--- src/dcs_pkg.sv ---
/*
 * Shared constants for the daisy-chain shift and readback block:
 * shift register length, field positions, widths and reset values.
 * Assumes nothing of its surroundings.
 */
`default_nettype none

package dcs_pkg;

    // Shift register geometry
    localparam int unsigned SR_LEN     = 17;
    localparam int unsigned WIPER_W    = 8;
    localparam int unsigned CNT_W      = 5;

    // Field positions in the physical register (first bit shifted in ends at the top)
    localparam int unsigned STACK_POS  = 16;
    localparam int unsigned W1_MSB     = 15;
    localparam int unsigned W1_LSB     = 8;
    localparam int unsigned W0_MSB     = 7;
    localparam int unsigned W0_LSB     = 0;
    localparam int unsigned OUT_POS    = 16;

    // Bit counter wrap value, one whole device frame
    localparam logic [4:0]  LAST_BIT   = 5'h10;

    // Values after reset
    localparam logic [16:0] SR_RST     = 17'h0_0000;
    localparam logic [7:0]  WIPER_RST  = 8'h00;
    localparam logic [4:0]  CNT_RST    = 5'h00;
    localparam logic [2:0]  SYNC_RST   = 3'h0;

    // Serial port phase
    typedef enum logic {
        PH_IDLE,
        PH_SHIFT
    } dcs_phase_e;

endpackage

`default_nettype wire

--- src/dcs_sync.sv ---
/*
 * Two-flop synchroniser for the three serial port pins.
 * Assumes the pins are asynchronous to core_clk.
 */
`default_nettype none

module dcs_sync
    import dcs_pkg::*;
(
    // Clock and reset
    input  wire logic       core_clk,
    input  wire logic       reset_n,
    // Raw pins and synchronised copies
    input  wire logic [2:0] pinRaw,
    output logic      [2:0] pinSync
);

    typedef struct packed {
        logic [2:0] stage1;
        logic [2:0] stage2;
    } dcs_sync_s;

    dcs_sync_s syncR_r;
    dcs_sync_s syncR_nxt;

    ////////////////////////////////////////////////////////////////////////////
    // Next state: first stage only feeds the second
    always_comb begin
        syncR_nxt        = syncR_r;
        syncR_nxt.stage1 = pinRaw;
        syncR_nxt.stage2 = syncR_r.stage1;
    end

    // Register the state
    always_ff @(posedge core_clk) begin
        if (!reset_n) begin
            syncR_r <= '{stage1: SYNC_RST, stage2: SYNC_RST};
        end else begin
            syncR_r <= syncR_nxt;
        end
    end

    assign pinSync = syncR_r.stage2;

endmodule

`default_nettype wire

--- src/dcs_shift_readback.sv ---
/*
 * Daisy-chainable 17-bit serial shift register with cascade output,
 * wiper and stack-select holding registers and the stacked wiper select.
 * Assumes a controller drives portEn, serClk and serData asynchronously
 * to core_clk, with serClk much slower than core_clk (8x or more).
 */
`default_nettype none

module dcs_shift_readback
    import dcs_pkg::*;
(
    // Clock and reset
    input  wire logic       core_clk,
    input  wire logic       reset_n,
    // Serial port pins
    input  wire logic       portEn,
    input  wire logic       serClk,
    input  wire logic       serData,
    // Cascade output
    output logic            cascadeOut,
    // Holding registers, stacked select and frame alignment flag
    output logic [7:0]      wiperZero,
    output logic [7:0]      wiperOne,
    output logic            stackSel,
    output logic [7:0]      stackedWiper,
    output logic            frameAligned
);

    typedef struct packed {
        dcs_phase_e  phase;
        logic        clkPrev;
        logic [16:0] shiftReg;
        logic [4:0]  bitCnt;
        logic        aligned;
        logic [7:0]  wZero;
        logic [7:0]  wOne;
        logic        sSel;
        logic        cout;
        logic [16:0] snap;
        logic        feedOk;
    } dcs_state_s;

    dcs_state_s st_r;
    dcs_state_s st_nxt;
    logic [2:0] pinSync;
    logic       enS;
    logic       clkS;
    logic       dataS;
    logic       enRise;
    logic       enFall;
    logic       clkRise;

    ////////////////////////////////////////////////////////////////////////////
    // Pin synchronisers
    dcs_sync u_sync (
        .core_clk (core_clk),
        .reset_n  (reset_n),
        .pinRaw   ({portEn, serClk, serData}),
        .pinSync  (pinSync)
    );

    assign enS   = pinSync[2];
    assign clkS  = pinSync[1];
    assign dataS = pinSync[0];

    // Edge detection on synchronised pins, shifting only while enabled
    assign enRise  = enS && (st_r.phase == PH_IDLE);
    assign enFall  = !enS && (st_r.phase == PH_SHIFT);
    assign clkRise = enS && (st_r.phase == PH_SHIFT) && clkS && !st_r.clkPrev;

    ////////////////////////////////////////////////////////////////////////////
    // Next state
    always_comb begin
        st_nxt         = st_r;
        st_nxt.clkPrev = clkS;
        case (st_r.phase)
            PH_IDLE: begin
                if (enRise) begin
                    st_nxt.phase   = PH_SHIFT;
                    st_nxt.bitCnt  = CNT_RST;
                    st_nxt.aligned = 1'b1;
                end
            end
            PH_SHIFT: begin
                if (!enS) begin
                    // Commit the register to the holding registers
                    st_nxt.phase = PH_IDLE;
                    st_nxt.sSel  = st_r.shiftReg[STACK_POS];
                    st_nxt.wOne  = st_r.shiftReg[W1_MSB:W1_LSB];
                    st_nxt.wZero = st_r.shiftReg[W0_MSB:W0_LSB];
                end else if (clkRise) begin
                    // Capture at position 0, far end moves out
                    st_nxt.shiftReg = {st_r.shiftReg[SR_LEN-2:0], dataS};
                    if (st_r.bitCnt == LAST_BIT) begin
                        st_nxt.bitCnt  = CNT_RST;
                        st_nxt.aligned = 1'b1;
                    end else begin
                        st_nxt.bitCnt  = 5'(st_r.bitCnt + 5'h01);
                        st_nxt.aligned = 1'b0;
                    end
                end
            end
            default: begin
                st_nxt.phase = PH_IDLE;
            end
        endcase
        // Rotation tracking for the full-circle check: snapshot at frame start
        // and at every frame boundary, and note whether every bit taken in before the frame's last
        // was the bit that left the far end, as it is with the feedback loop closed
        if (enRise) begin
            st_nxt.snap   = st_r.shiftReg;
            st_nxt.feedOk = 1'b1;
        end else if (clkRise) begin
            if (st_r.bitCnt == LAST_BIT) begin
                st_nxt.snap   = st_nxt.shiftReg;
                st_nxt.feedOk = 1'b1;
            end else begin
                st_nxt.feedOk = st_r.feedOk && (dataS == st_r.shiftReg[OUT_POS]);
            end
        end
        // Cascade pin always driven: far end while active, select bit when idle
        if (st_nxt.phase == PH_SHIFT) begin
            st_nxt.cout = st_nxt.shiftReg[OUT_POS];
        end else begin
            st_nxt.cout = st_nxt.sSel;
        end
    end

    // Register the state; holding registers cleared here only for determinism
    always_ff @(posedge core_clk) begin
        if (!reset_n) begin
            st_r.phase    <= PH_IDLE;
            st_r.clkPrev  <= 1'b0;
            st_r.shiftReg <= SR_RST;
            st_r.bitCnt   <= CNT_RST;
            st_r.aligned  <= 1'b1;
            st_r.wZero    <= WIPER_RST;
            st_r.wOne     <= WIPER_RST;
            st_r.sSel     <= 1'b0;
            st_r.cout     <= 1'b0;
            st_r.snap     <= SR_RST;
            st_r.feedOk   <= 1'b0;
        end else begin
            st_r <= st_nxt;
        end
    end

    ////////////////////////////////////////////////////////////////////////////
    // Outputs
    assign cascadeOut   = st_r.cout;
    assign wiperZero    = st_r.wZero;
    assign wiperOne     = st_r.wOne;
    assign stackSel     = st_r.sSel;
    assign frameAligned = st_r.aligned;
    assign stackedWiper = st_r.sSel ? st_r.wOne : st_r.wZero;

    ////////////////////////////////////////////////////////////////////////////
    // Assertions
    a_shift_capture: assert property (@(posedge core_clk) disable iff (!reset_n)
        clkRise |=> (st_r.shiftReg == {$past(st_r.shiftReg[15:0]), $past(dataS)}))
        else $error("Shift register did not capture and advance");

    a_cascade_active: assert property (@(posedge core_clk) disable iff (!reset_n)
        (st_r.phase == PH_SHIFT) |-> (cascadeOut == st_r.shiftReg[16]))
        else $error("Cascade output not the far end while active");

    a_cascade_idle: assert property (@(posedge core_clk) disable iff (!reset_n)
        (st_r.phase == PH_IDLE) |-> (cascadeOut == stackSel))
        else $error("Cascade output not the select bit while idle");

    a_load_on_fall: assert property (@(posedge core_clk) disable iff (!reset_n)
        enFall |=> (stackSel == $past(st_r.shiftReg[16])) &&
                   (wiperOne == $past(st_r.shiftReg[15:8])) &&
                   (wiperZero == $past(st_r.shiftReg[7:0])))
        else $error("Holding registers not loaded on enable fall");

    a_holding_stable: assert property (@(posedge core_clk) disable iff (!reset_n)
        !enFall |=> $stable(wiperZero) && $stable(wiperOne) && $stable(stackSel))
        else $error("Holding register changed outside enable fall");

    a_ignore_idle: assert property (@(posedge core_clk) disable iff (!reset_n)
        (!enS ##1 !enS) |=> $stable(st_r.shiftReg))
        else $error("Register moved while port disabled");

    a_stack_mux: assert property (@(posedge core_clk) disable iff (!reset_n)
        stackSel |-> (stackedWiper == wiperOne))
        else $error("Stacked wiper does not follow select bit one");

    a_rotate_home: assert property (@(posedge core_clk) disable iff (!reset_n)
        (clkRise && (st_r.bitCnt == LAST_BIT) && st_r.feedOk &&
         (dataS == st_r.shiftReg[16])) |=>
        (st_r.shiftReg == $past(st_r.snap)) && frameAligned)
        else $error("Full rotation did not restore register");

    a_count_range: assert property (@(posedge core_clk) disable iff (!reset_n)
        (st_r.bitCnt <= LAST_BIT))
        else $error("Bit counter ran past one device frame");

    c_full_frame: cover property (@(posedge core_clk) disable iff (!reset_n)
        enFall && st_r.aligned && (st_r.bitCnt == CNT_RST));

    c_rotation: cover property (@(posedge core_clk) disable iff (!reset_n)
        clkRise && (st_r.bitCnt == LAST_BIT) && st_r.feedOk);

    c_stack_one: cover property (@(posedge core_clk) disable iff (!reset_n)
        enFall ##1 stackSel);

    c_partial_frame: cover property (@(posedge core_clk) disable iff (!reset_n)
        enFall && !st_r.aligned);

endmodule

`default_nettype wire

--- config.mk ---
export PLATFORM = sky130hd
export DESIGN_NAME = dcs_shift_readback
export DESIGN_NICKNAME = d
export VERILOG_FILES = /design/src/dcs_pkg.sv /design/src/dcs_sync.sv /design/src/dcs_shift_readback.sv
export SDC_FILE = /design/constraint.sdc
export NUM_CORES = 1
export LEC_CHECK = 0
export BUFFER_PORTS_ARGS = -buffer_cell sky130_fd_sc_hd__buf_4
export CAP_MARGIN = 10
export CORE_MARGIN = 2
export CORE_UTILIZATION = 49
export CTS_BUF_LIST = sky130_fd_sc_hd__clkbuf_2
export DETAILED_ROUTE_END_ITERATION = 7
export PLACE_DENSITY_LB_ADDON = 0.25
export SLEW_MARGIN = 20
export SYNTH_ARGS = -nofsm -noshare
export SYNTH_HDL_FRONTEND = slang
export SYNTH_SLANG_ARGS = --single-unit
--- constraint.sdc ---
create_clock -name core_clk -period 2.4 [get_ports core_clk]
set_input_delay 0 -clock core_clk [delete_from_list [all_inputs] [get_ports core_clk]]
set_output_delay 0 -clock core_clk [all_outputs]
set_load 0.005 [all_outputs]
# [After elaboration in Yosys (flattened, before gate mapping)]
# Index checks and enable logic that the tools add are counted.
[op_classes] add_sub_neg=1 mul=0 div=0 order_cmp=0 eq_ne=4 n_shift=0 mux=13 bitwise=2 reduce_logical=8
[op_table] cell="23-bit 2-to-1 mux" n=2
[op_table] cell="17-bit 2-to-1 mux" n=1
[op_table] cell="6-bit 2-to-1 mux" n=2
[op_table] cell="6-bit case mux with 2 select lines" n=1
[op_table] cell="8-bit 2-to-1 mux" n=1
[op_table] cell="3-bit AND reduction" n=2
[op_table] cell="5-bit by 1-bit adder with 5-bit output (second input constant)" n=1
[op_table] cell="5-bit equality test (second input constant)" n=1
[op_table] cell="1-bit 2-to-1 mux" n=5
[op_table] cell="1-bit logical AND" n=4
[op_table] cell="2-bit by 1-bit != test with 1-bit output (second input constant)" n=2
[op_table] cell="2-bit != test (second input constant)" n=1
[op_table] cell="1-bit inverter" n=2
[op_table] cell="1-bit case mux with 2 select lines" n=1
[op_table] cell="2-bit AND reduction" n=1
[op_table] cell="1-bit zero test" n=1
[word_totals] register_bits=49 latchBits=0 mem_bits_rw=0 romBits=0 input_bits=5 output_inout_bits=27 word_cells=40 n_memories=0

# [Depth between registers and ports, before layout]
# Gate-level depths: netlist of run 1.
[depth] ltp_word=7 ltp_mapped=6 ltp_nobuf=6

# [Modules after synthesis]
# From an unflattened synthesis of run 1, not the netlist that was laid out.
[hier_totals] hier_cells=229 area_unflattened_um2=1984.4
[modules_own_cells] mod="dcs_shift_readback" n_inst=1 cells_each=217 area_each_um2=1826.8 seq_area_each_um2=860.8
[modules_own_cells] mod="dcs_sync" n_inst=1 cells_each=12 area_each_um2=157.7 seq_area_each_um2=120.1

# [Worst setup path before layout of run 1]
# OpenSTA, ideal clock, no wires.
[synth_path] path_type="register to register" from="reg st_r[37] (netlist bit)" to="reg st_r[39] (netlist bit)" setup_time_ns=0.088 arrival_time_ns=1.193 required_time_ns=2.312 slack_ns=1.119 path_stages_with_launch=7 n_path_buf=0 synth_period_minus_slack_ns=1.281 cell_sequence="dfxtp_1 -> inv_1 -> ha_1 -> and4bb_2 -> nor2_2 -> a21oi_1 -> a311oi_2"
[synth_via] elab_chain_cells=5 word_cells_on_any_way=6 cone_classes="1 x add/sub; 1 x eq/ne; 4 x mux"
[synth_lines] item="start, declared" line_no="dcs_shift_readback.sv:43" rtl="dcs_state_s st_r;"
[synth_lines] item="start signal, assigned" line_no="dcs_shift_readback.sv:144" rtl="st_r <= st_nxt;"
[synth_lines] item="5-bit by 1-bit adder with 5-bit output or 5-bit equality test (tied branches)"
[synth_lines] item="6-bit 2-to-1 mux (*)" line_no="dcs_shift_readback.sv:94" rtl="if (st_r.bitCnt == LAST_BIT) begin"
[synth_lines] item="23-bit 2-to-1 mux (*)" line_no="dcs_shift_readback.sv:91" rtl="end else if (clkRise) begin"
[synth_lines] item="23-bit 2-to-1 mux (*)" line_no="dcs_shift_readback.sv:85" rtl="if (!enS) begin"
[synth_lines] item="6-bit case mux with 2 select lines (*)" line_no="dcs_shift_readback.sv:76" rtl="case (st_r.phase)"
# Mark *: on every way between the ends. The rest lies on a longest branch, timed or not. The select of a mux whose other input is x is not followed.
# A chain may end at the register's enable or synchronous reset.

# [Worst setup path in the final report of run 1]
[layout_path] from="reg st_r (netlist bit stackSel)" to="out stackedWiper[0]"
[layout_via] elab_chain_cells=1
[layout_lines] item="8-bit 2-to-1 mux" line_no="dcs_shift_readback.sv:155" rtl="assign stackedWiper = st_r.sSel ? st_r.wOne : st_r.wZero;"
[layout_lines] item="end, declared" line_no="dcs_shift_readback.sv:25" rtl="output logic [7:0] stackedWiper,"
# No other way between the ends.

==> summary.md, run 1 <==
| Metric | Value |
|---|---|
| Fin util | 0.566 |
| Synth Instances | 230 |
| CTS resizes | 0 |
| Nets | 257 |
| Crit path time final | 1.61 ns |
| Fillers | 373 |
| WL/cell | 11.7 um |
| Clk Latency, worst-skew pair | 0.42 ns |
| Pwr/cell area | 529 nW/um^2 |
| Pre-CTS setup slack | 0.898 ns |
| Clock tree buffer depth | 2 |
| Placed insts | 286 |
| Area occupied by multi-input gates | 811 sq um |
| Ant. Diodes | 0 |
| GRT Total Usage | 0.172 |
| Final clock skew | 0.0119 ns |
| Cell Count, Final, Fillers Out | 300 |
| Detail Route met2 WL | 1620 um |
| CP Class | flip-flop to primary output |
| Area share of the largest cell type after synthesis | 0.493 |
| First DRT Iteration DRCs | 76 |
| Core region area | 3940 sq um |
| Maximum vdd drop | 330 uV |
| Pleak | 0.866 nW |
| DR vias | 1473 |
| Hold WC Path Type | input pin to flip-flop |
| TritonCTS buffer count | 5 |
| Metal-1 WL | 1700 um |
| DR top layer | met4 |
| Vias/cell | 4.91 |
| Worst setup margin | 0.794 ns |
| Power, Total | 1.18 mW |
| Top Ports | 32 |
| Total clock sinks | 49 |
| Die area | 4580 sq um |
| Total grt overflow | 0 |
| Final setup TNS | 0 ns |
| Port Buffers | 31 |
| Yosys cell types | 29 |
| Crit share post-route | 0.669 |
| First-pass GRT wire length | 5820 um |
| Register area | 981 sq um |
| Placed Area | 2120 sq um |
| Yosys warning total | 0 |
| Leading area contributor after synthesis | dfxtp_1 |
| Status | finished, final reports clean |
| RSZ-0062 raised after global routing | false |
| Critical path arrival | 1.61 ns |
| Required @ worst endpoint | 2.40 ns |
| Remaining antenna violation count | 0 |
| Hold_ws | 0.399 ns |
| Post-CTS Setup Inserts | 0 |
| Startpoint types | flip-flop |
| DRT Wirelength | 3520 um |
| Die H | 67.7 um |
| H-tree depth | 2 |
| Hold Fails Final Rpt | 0 |
| Async SR Flop Fraction | 0 |
| Register area share after synthesis | 0.493 |
| Worst setup EP type | primary output |
| Initial core utilization | 0.504 |
| Clk pin slew, worst setup/hold paths | 0.23 ns |
| FP Rows | 23 |
| Layout cells sized above 1 | 0.220 |
| HPWL Detailed | 2390 um |
| Initial antenna violation count | 0 |
| Worst slew margin | 0.599 |
| Most used flip-flop cell after synthesis | dfxtp_1 |
| CTS tree | yes |
| Crit Path Max Fanout | 10 |
| Largest net degree at the start of global routing | 23 |
| Metal3 WL | 156 um |
| R2R Setup Slk | 0.91 ns |
| Hold_buf cts | 7 |
| Root Buffer | clkbuf_2 |
| Max-Cap Viols | 0 |
| Residual DRC | 0 |
| Vias in the first global route | 1261 |
| Worst slew pin tran | 0.598 ns |
| Pre-antenna DRT Iters | 4 |
| Final Max Slew Viols | 0 |
| Max frequency | 623 MHz |
| FF+latch count, synth | 49 |
| Setup-failing EPs final | 0 |
| Top area cells in the synthesized netlist | dfxtp_1 49%, nand2_1 13%, a21oi_1 8.6%, buf_4 7.2%, mux2_2 4.5% |
| Post-synthesis area per instance | 8.64 sq um |
| Finished Cell Area | 2230 sq um |
| Die X-Extent | 67.7 um |
| Syn_nets | 237 |
| Area Growth Syn to Fin | 12.2% |
| EDFF count, synth | 0 |
| Final GP Congestion | 0.729 |
| Post-Syn Area | 1990 sq um |
## path summary, 6_finish.rpt
path / from / endpoint / depth (start not counted)
worst max register to register: st_r[60] / wiperOne[3] / 4
worst max-delay path: stackSel / stackedWiper[0] / 2
worst min register to register: u_sync.pinSync[0] / st_r[42] / 2
worst min-delay path: reset_n / frameAligned / 3
## cell families after synthesis
logic type,Yosys count,share of synthesized area
AO/OA/AOI/OAI,43,0.124
XOR/XNOR,2,0.00881
adder cells (fa/ha/maj),2,0.0126
buffers and inverters,32,0.0988
flip-flops,49,0.493
multiplexers,9,0.0503
AND/OR/NAND/NOR,93,0.212
## worst max-delay path, cell delays in order (launching register included)
cell,delay [ns]
dfxtp_1,0.67
mux2_2,0.39
buf_4,0.13
## Yosys cell counts (all sizes together), types with 2 or more instances
cell / n
nor2: 5
and2: 8
nand2b: 3
nand2: 71
mux2: 8
xor2: 2
buf: 23
nand3: 2
clkbuf: 5
o22ai: 2
a21oi: 35
ha: 2
o21ai: 2
dfxtp: 49
inv: 3
## where the power goes
group	switching, mW	leakage [nW]	internal, mW
clock network	0.249	0.0225	0.0626
registers	0.00408	0.396	0.822
logic	0.0222	0.448	0.0198
total	0.275	0.866	0.904
## registers in the layout, indices dropped and copies added, names as in the netlist
register          cells
cascadeOut            1
frameAligned          1
st_r                 24
stackSel              1
u_sync.pinSync        3
u_sync.syncR_nxt      3
wiperOne              8
wiperZero             8
## routing by layer
metal / GRT usage / vias to the layer above
met5: 0 / -
met4: 0.0689 / 0
met3: 0.0550 / 6
met2: 0.272 / 28
met1: 0.217 / 666
li1: - / 773
## cells in the final DEF (no fill, tap or decap), drive strengths merged
cell          n
nand2        71
inv           3
and4bb        1
a311oi        1
mux2i         1
nand3         2
nand2b        3
nor2b         1
o21a          1
a21boi        1
o22ai         2
mux2          8
a21oi        35
clkbuf        5
dlygate4sd3   7
nand4b        1
and2          8
clkinv        2
o21ai         2
nor3          1
dfxtp        49
ha            2
buf          34
clkinvlp      1
xor2          2
a2bb2oi       1
nor2          5
## area by class of cell
type / count / area share
Clock buffer: 5 / 0.0112
Clock inverter: 2 / 0.00505
Inverter: 4 / 0.00673
Multi-Input combinational cell: 149 / 0.363
Sequential cell: 49 / 0.440
Tap cell: 50 / 0.0280
Timing Repair Buffer: 41 / 0.146
Note: power is estimated with default switching activity, not from simulation.
==> run 2, diff against run 1 <==
==> constraint.sdc (replaced) <==
create_clock -name core_clk -period 1.5 [get_ports core_clk]
set_input_delay 0 -clock core_clk [delete_from_list [all_inputs] [get_ports core_clk]]
set_output_delay 0 -clock core_clk [all_outputs]
set_load 0.005 [all_outputs]
==> summary.md, run 2 (same netlist as run 1, synthesis figures left out) <==
| Metric | Value |
|---|---|
| Largest Register | st_r |
| Area Growth Syn to Fin | 14.1% |
| Cell Count, Final, Fillers Out | 304 (+1.3%) |
| DRT Wirelength | 3580 um (+1.4%) |
| Ant. Diodes | 0 (unchanged) |
| Initial core utilization | 0.504 (unchanged) |
| First-pass GRT wire length | 6070 um (+4.4%) |
| Nets | 260 (+1.2%) |
| Max frequency | 715 MHz |
| Core region area | 3940 sq um (unchanged) |
| Die H | 67.7 um (unchanged) |
| Crit path time final | 1.40 ns |
| Final clock skew | 0.0257 ns (+0.0137 ns) |
| Port Buffers | 31 (unchanged) |
| Max reg flops | 24 (unchanged) |
| Pwr/cell area | 847 nW/um^2 (+60%) |
| Clk pin slew, worst setup/hold paths | 0.24 ns (about the same) |
| Residual DRC | 0 (unchanged) |
| Finished Cell Area | 2270 sq um (+1.7%) |
| Worst slew pin tran | 0.388 ns (-0.210 ns) |
| GRT Total Usage | 0.179 (+0.00647) |
| Fin util | 0.575 (+0.00952) |
| Final GP Congestion | 0.812 (+11%) |
| Metal3 WL | 123 um (-21%) |
| Critical path arrival | 1.40 ns (-0.21 ns) |
| TritonCTS buffer count | 5 (unchanged) |
| Worst setup EP type | primary output |
| Placed insts | 289 (+1.0%) |
| Top Ports | 32 (unchanged) |
| Root Buffer | clkbuf_2 |
| Pre-antenna DRT Iters | 4 (unchanged) |
| Vias/cell | 4.93 (+0.49%) |
| Vias in the first global route | 1313 (+4.1%) |
| R2R depth | 6 (+2) |
| FP Rows | 23 (unchanged) |
| Initial antenna violation count | 0 (unchanged) |
| First DRT Iteration DRCs | 95 (+25%) |
| Worst slew margin | 0.741 (+0.142) |
| Hold Fails Final Rpt | 0 (unchanged) |
| Final setup TNS | 0 ns (unchanged) |
| Most frequent cells in the layout | 71 x nand2_1, 44 x dfxtp_1, 37 x buf_4, 34 x a21oi_1 |
| Metal-1 WL | 1720 um (+1.4%) |
| Clock tree buffer depth | 2 (unchanged) |
| Required @ worst endpoint | 1.50 ns (-0.90 ns) |
| WL/cell | 11.8 um (+0.11%) |
| Commonest non-fill, non-tap cell in the layout | nand2_1 |
| Pleak | 0.890 nW (+2.7%) |
| DR top layer | met4 |
| Post-CTS Setup Inserts | 0 (unchanged) |
| Maximum vdd drop | 466 uV (+41%) |
| Die area | 4580 sq um (unchanged) |
| Crit share post-route | 0.933 |
| HPWL Detailed | 2420 um (+1.1%) |
| Final Max Slew Viols | 0 (unchanged) |
| Placed Area | 2150 sq um (+1.1%) |
| Largest net degree at the start of global routing | 22 (-4.3%) |
| Clk Latency, worst-skew pair | 0.42 ns (about the same) |
| H-tree depth | 2 (unchanged) |
| Status | finished, final reports clean |
| Remaining antenna violation count | 0 (unchanged) |
| Worst hold stages | 3 (unchanged) |
| CTS tree | yes |
| Startpoint types | flip-flop |
| DR vias | 1500 (+1.8%) |
| Total grt overflow | 0 (unchanged) |
| Layout cells sized above 1 | 0.256 (+0.0359) |
| CP Class | flip-flop to primary output |
| Max-Cap Viols | 0 (unchanged) |
| Detail Route met2 WL | 1680 um (+4.0%) |
| Die X-Extent | 67.7 um (unchanged) |
| Crit Path Max Fanout | 10 (unchanged) |
| Hold WC Path Type | input pin to flip-flop |
| Setup-failing EPs final | 0 (unchanged) |
| RSZ-0062 raised after global routing | false |
| Total clock sinks | 49 (unchanged) |
## run 2: changes by cell type in the layout (fill, tap and decap cells not counted), sizes merged
cell | previous run | this run
clkbuf | 5 | 7
buf | 34 | 37
clkinv | 2 | 1
## run 2: metrics by stage
stage / hold WS (ns) / setup WS, ns / power, mW
after floorplan: 0.127 / 0.219 / 1.38
after global placement: 0.207 / 0.177 / 1.40
final: 0.404 / 0.101 / 1.92
after CTS: 0.366 / 0.0756 / 1.94
after detailed placement: 0.212 / 0.137 / 1.40
after global routing: 0.402 / 0.0144 / 1.99
## run 2: worst paths after layout
| path | endpoint | slack (ns) | from |
|---|---|---|---|
| worst min register to register | st_r[42] | 0.44 | u_sync.pinSync[0] |
| worst min-delay path | frameAligned | 0.40 | reset_n |
| worst max-delay path | stackedWiper[5] | 0.10 | stackSel |
| worst max register to register | st_r[39] | 0.14 | st_r[37] |
## run 2: cell type report
class / instances / area [sq um]
clock buffers: 7 / 35.0
clock inverters: 1 / 7.51
fillers: 380 / 1670
inverters: 4 / 15.0
multi-input cells: 149 / 811
flip-flops and latches: 49 / 990
well taps: 50 / 62.6
repair buffers: 44 / 348
## run 2: what timing repair did
| action | CTS | global route |
|---|---|---|
| resized for setup | 2 | 4 |
| hold buffers | 7 | 0 |
| pin swaps | 0 | 0 |
| setup endpoints to repair | 8 | 1 |
| hold endpoints to repair | 12 | 0 |
## run 2: report_power, final
group,internal (mW),total (mW),switching (mW),leakage (nW)
combinational,0.0341,0.0707,0.0366,0.462
clock,0.129,0.530,0.401,0.0292
sequential,1.31,1.32,0.00688,0.399
total,1.48,1.92,0.445,0.890
## run 2: metal layers
layer	track usage	up-vias
li1	-	781
met1	0.235	689
met2	0.281	23
met3	0.0400	7
met4	0.0765	0
met5	0	-
## run 2: critical path, cell delays in order, from the launching register on
cell and delay, ns:
dfxtp_4 0.49, mux2_2 0.35, buf_4 0.13
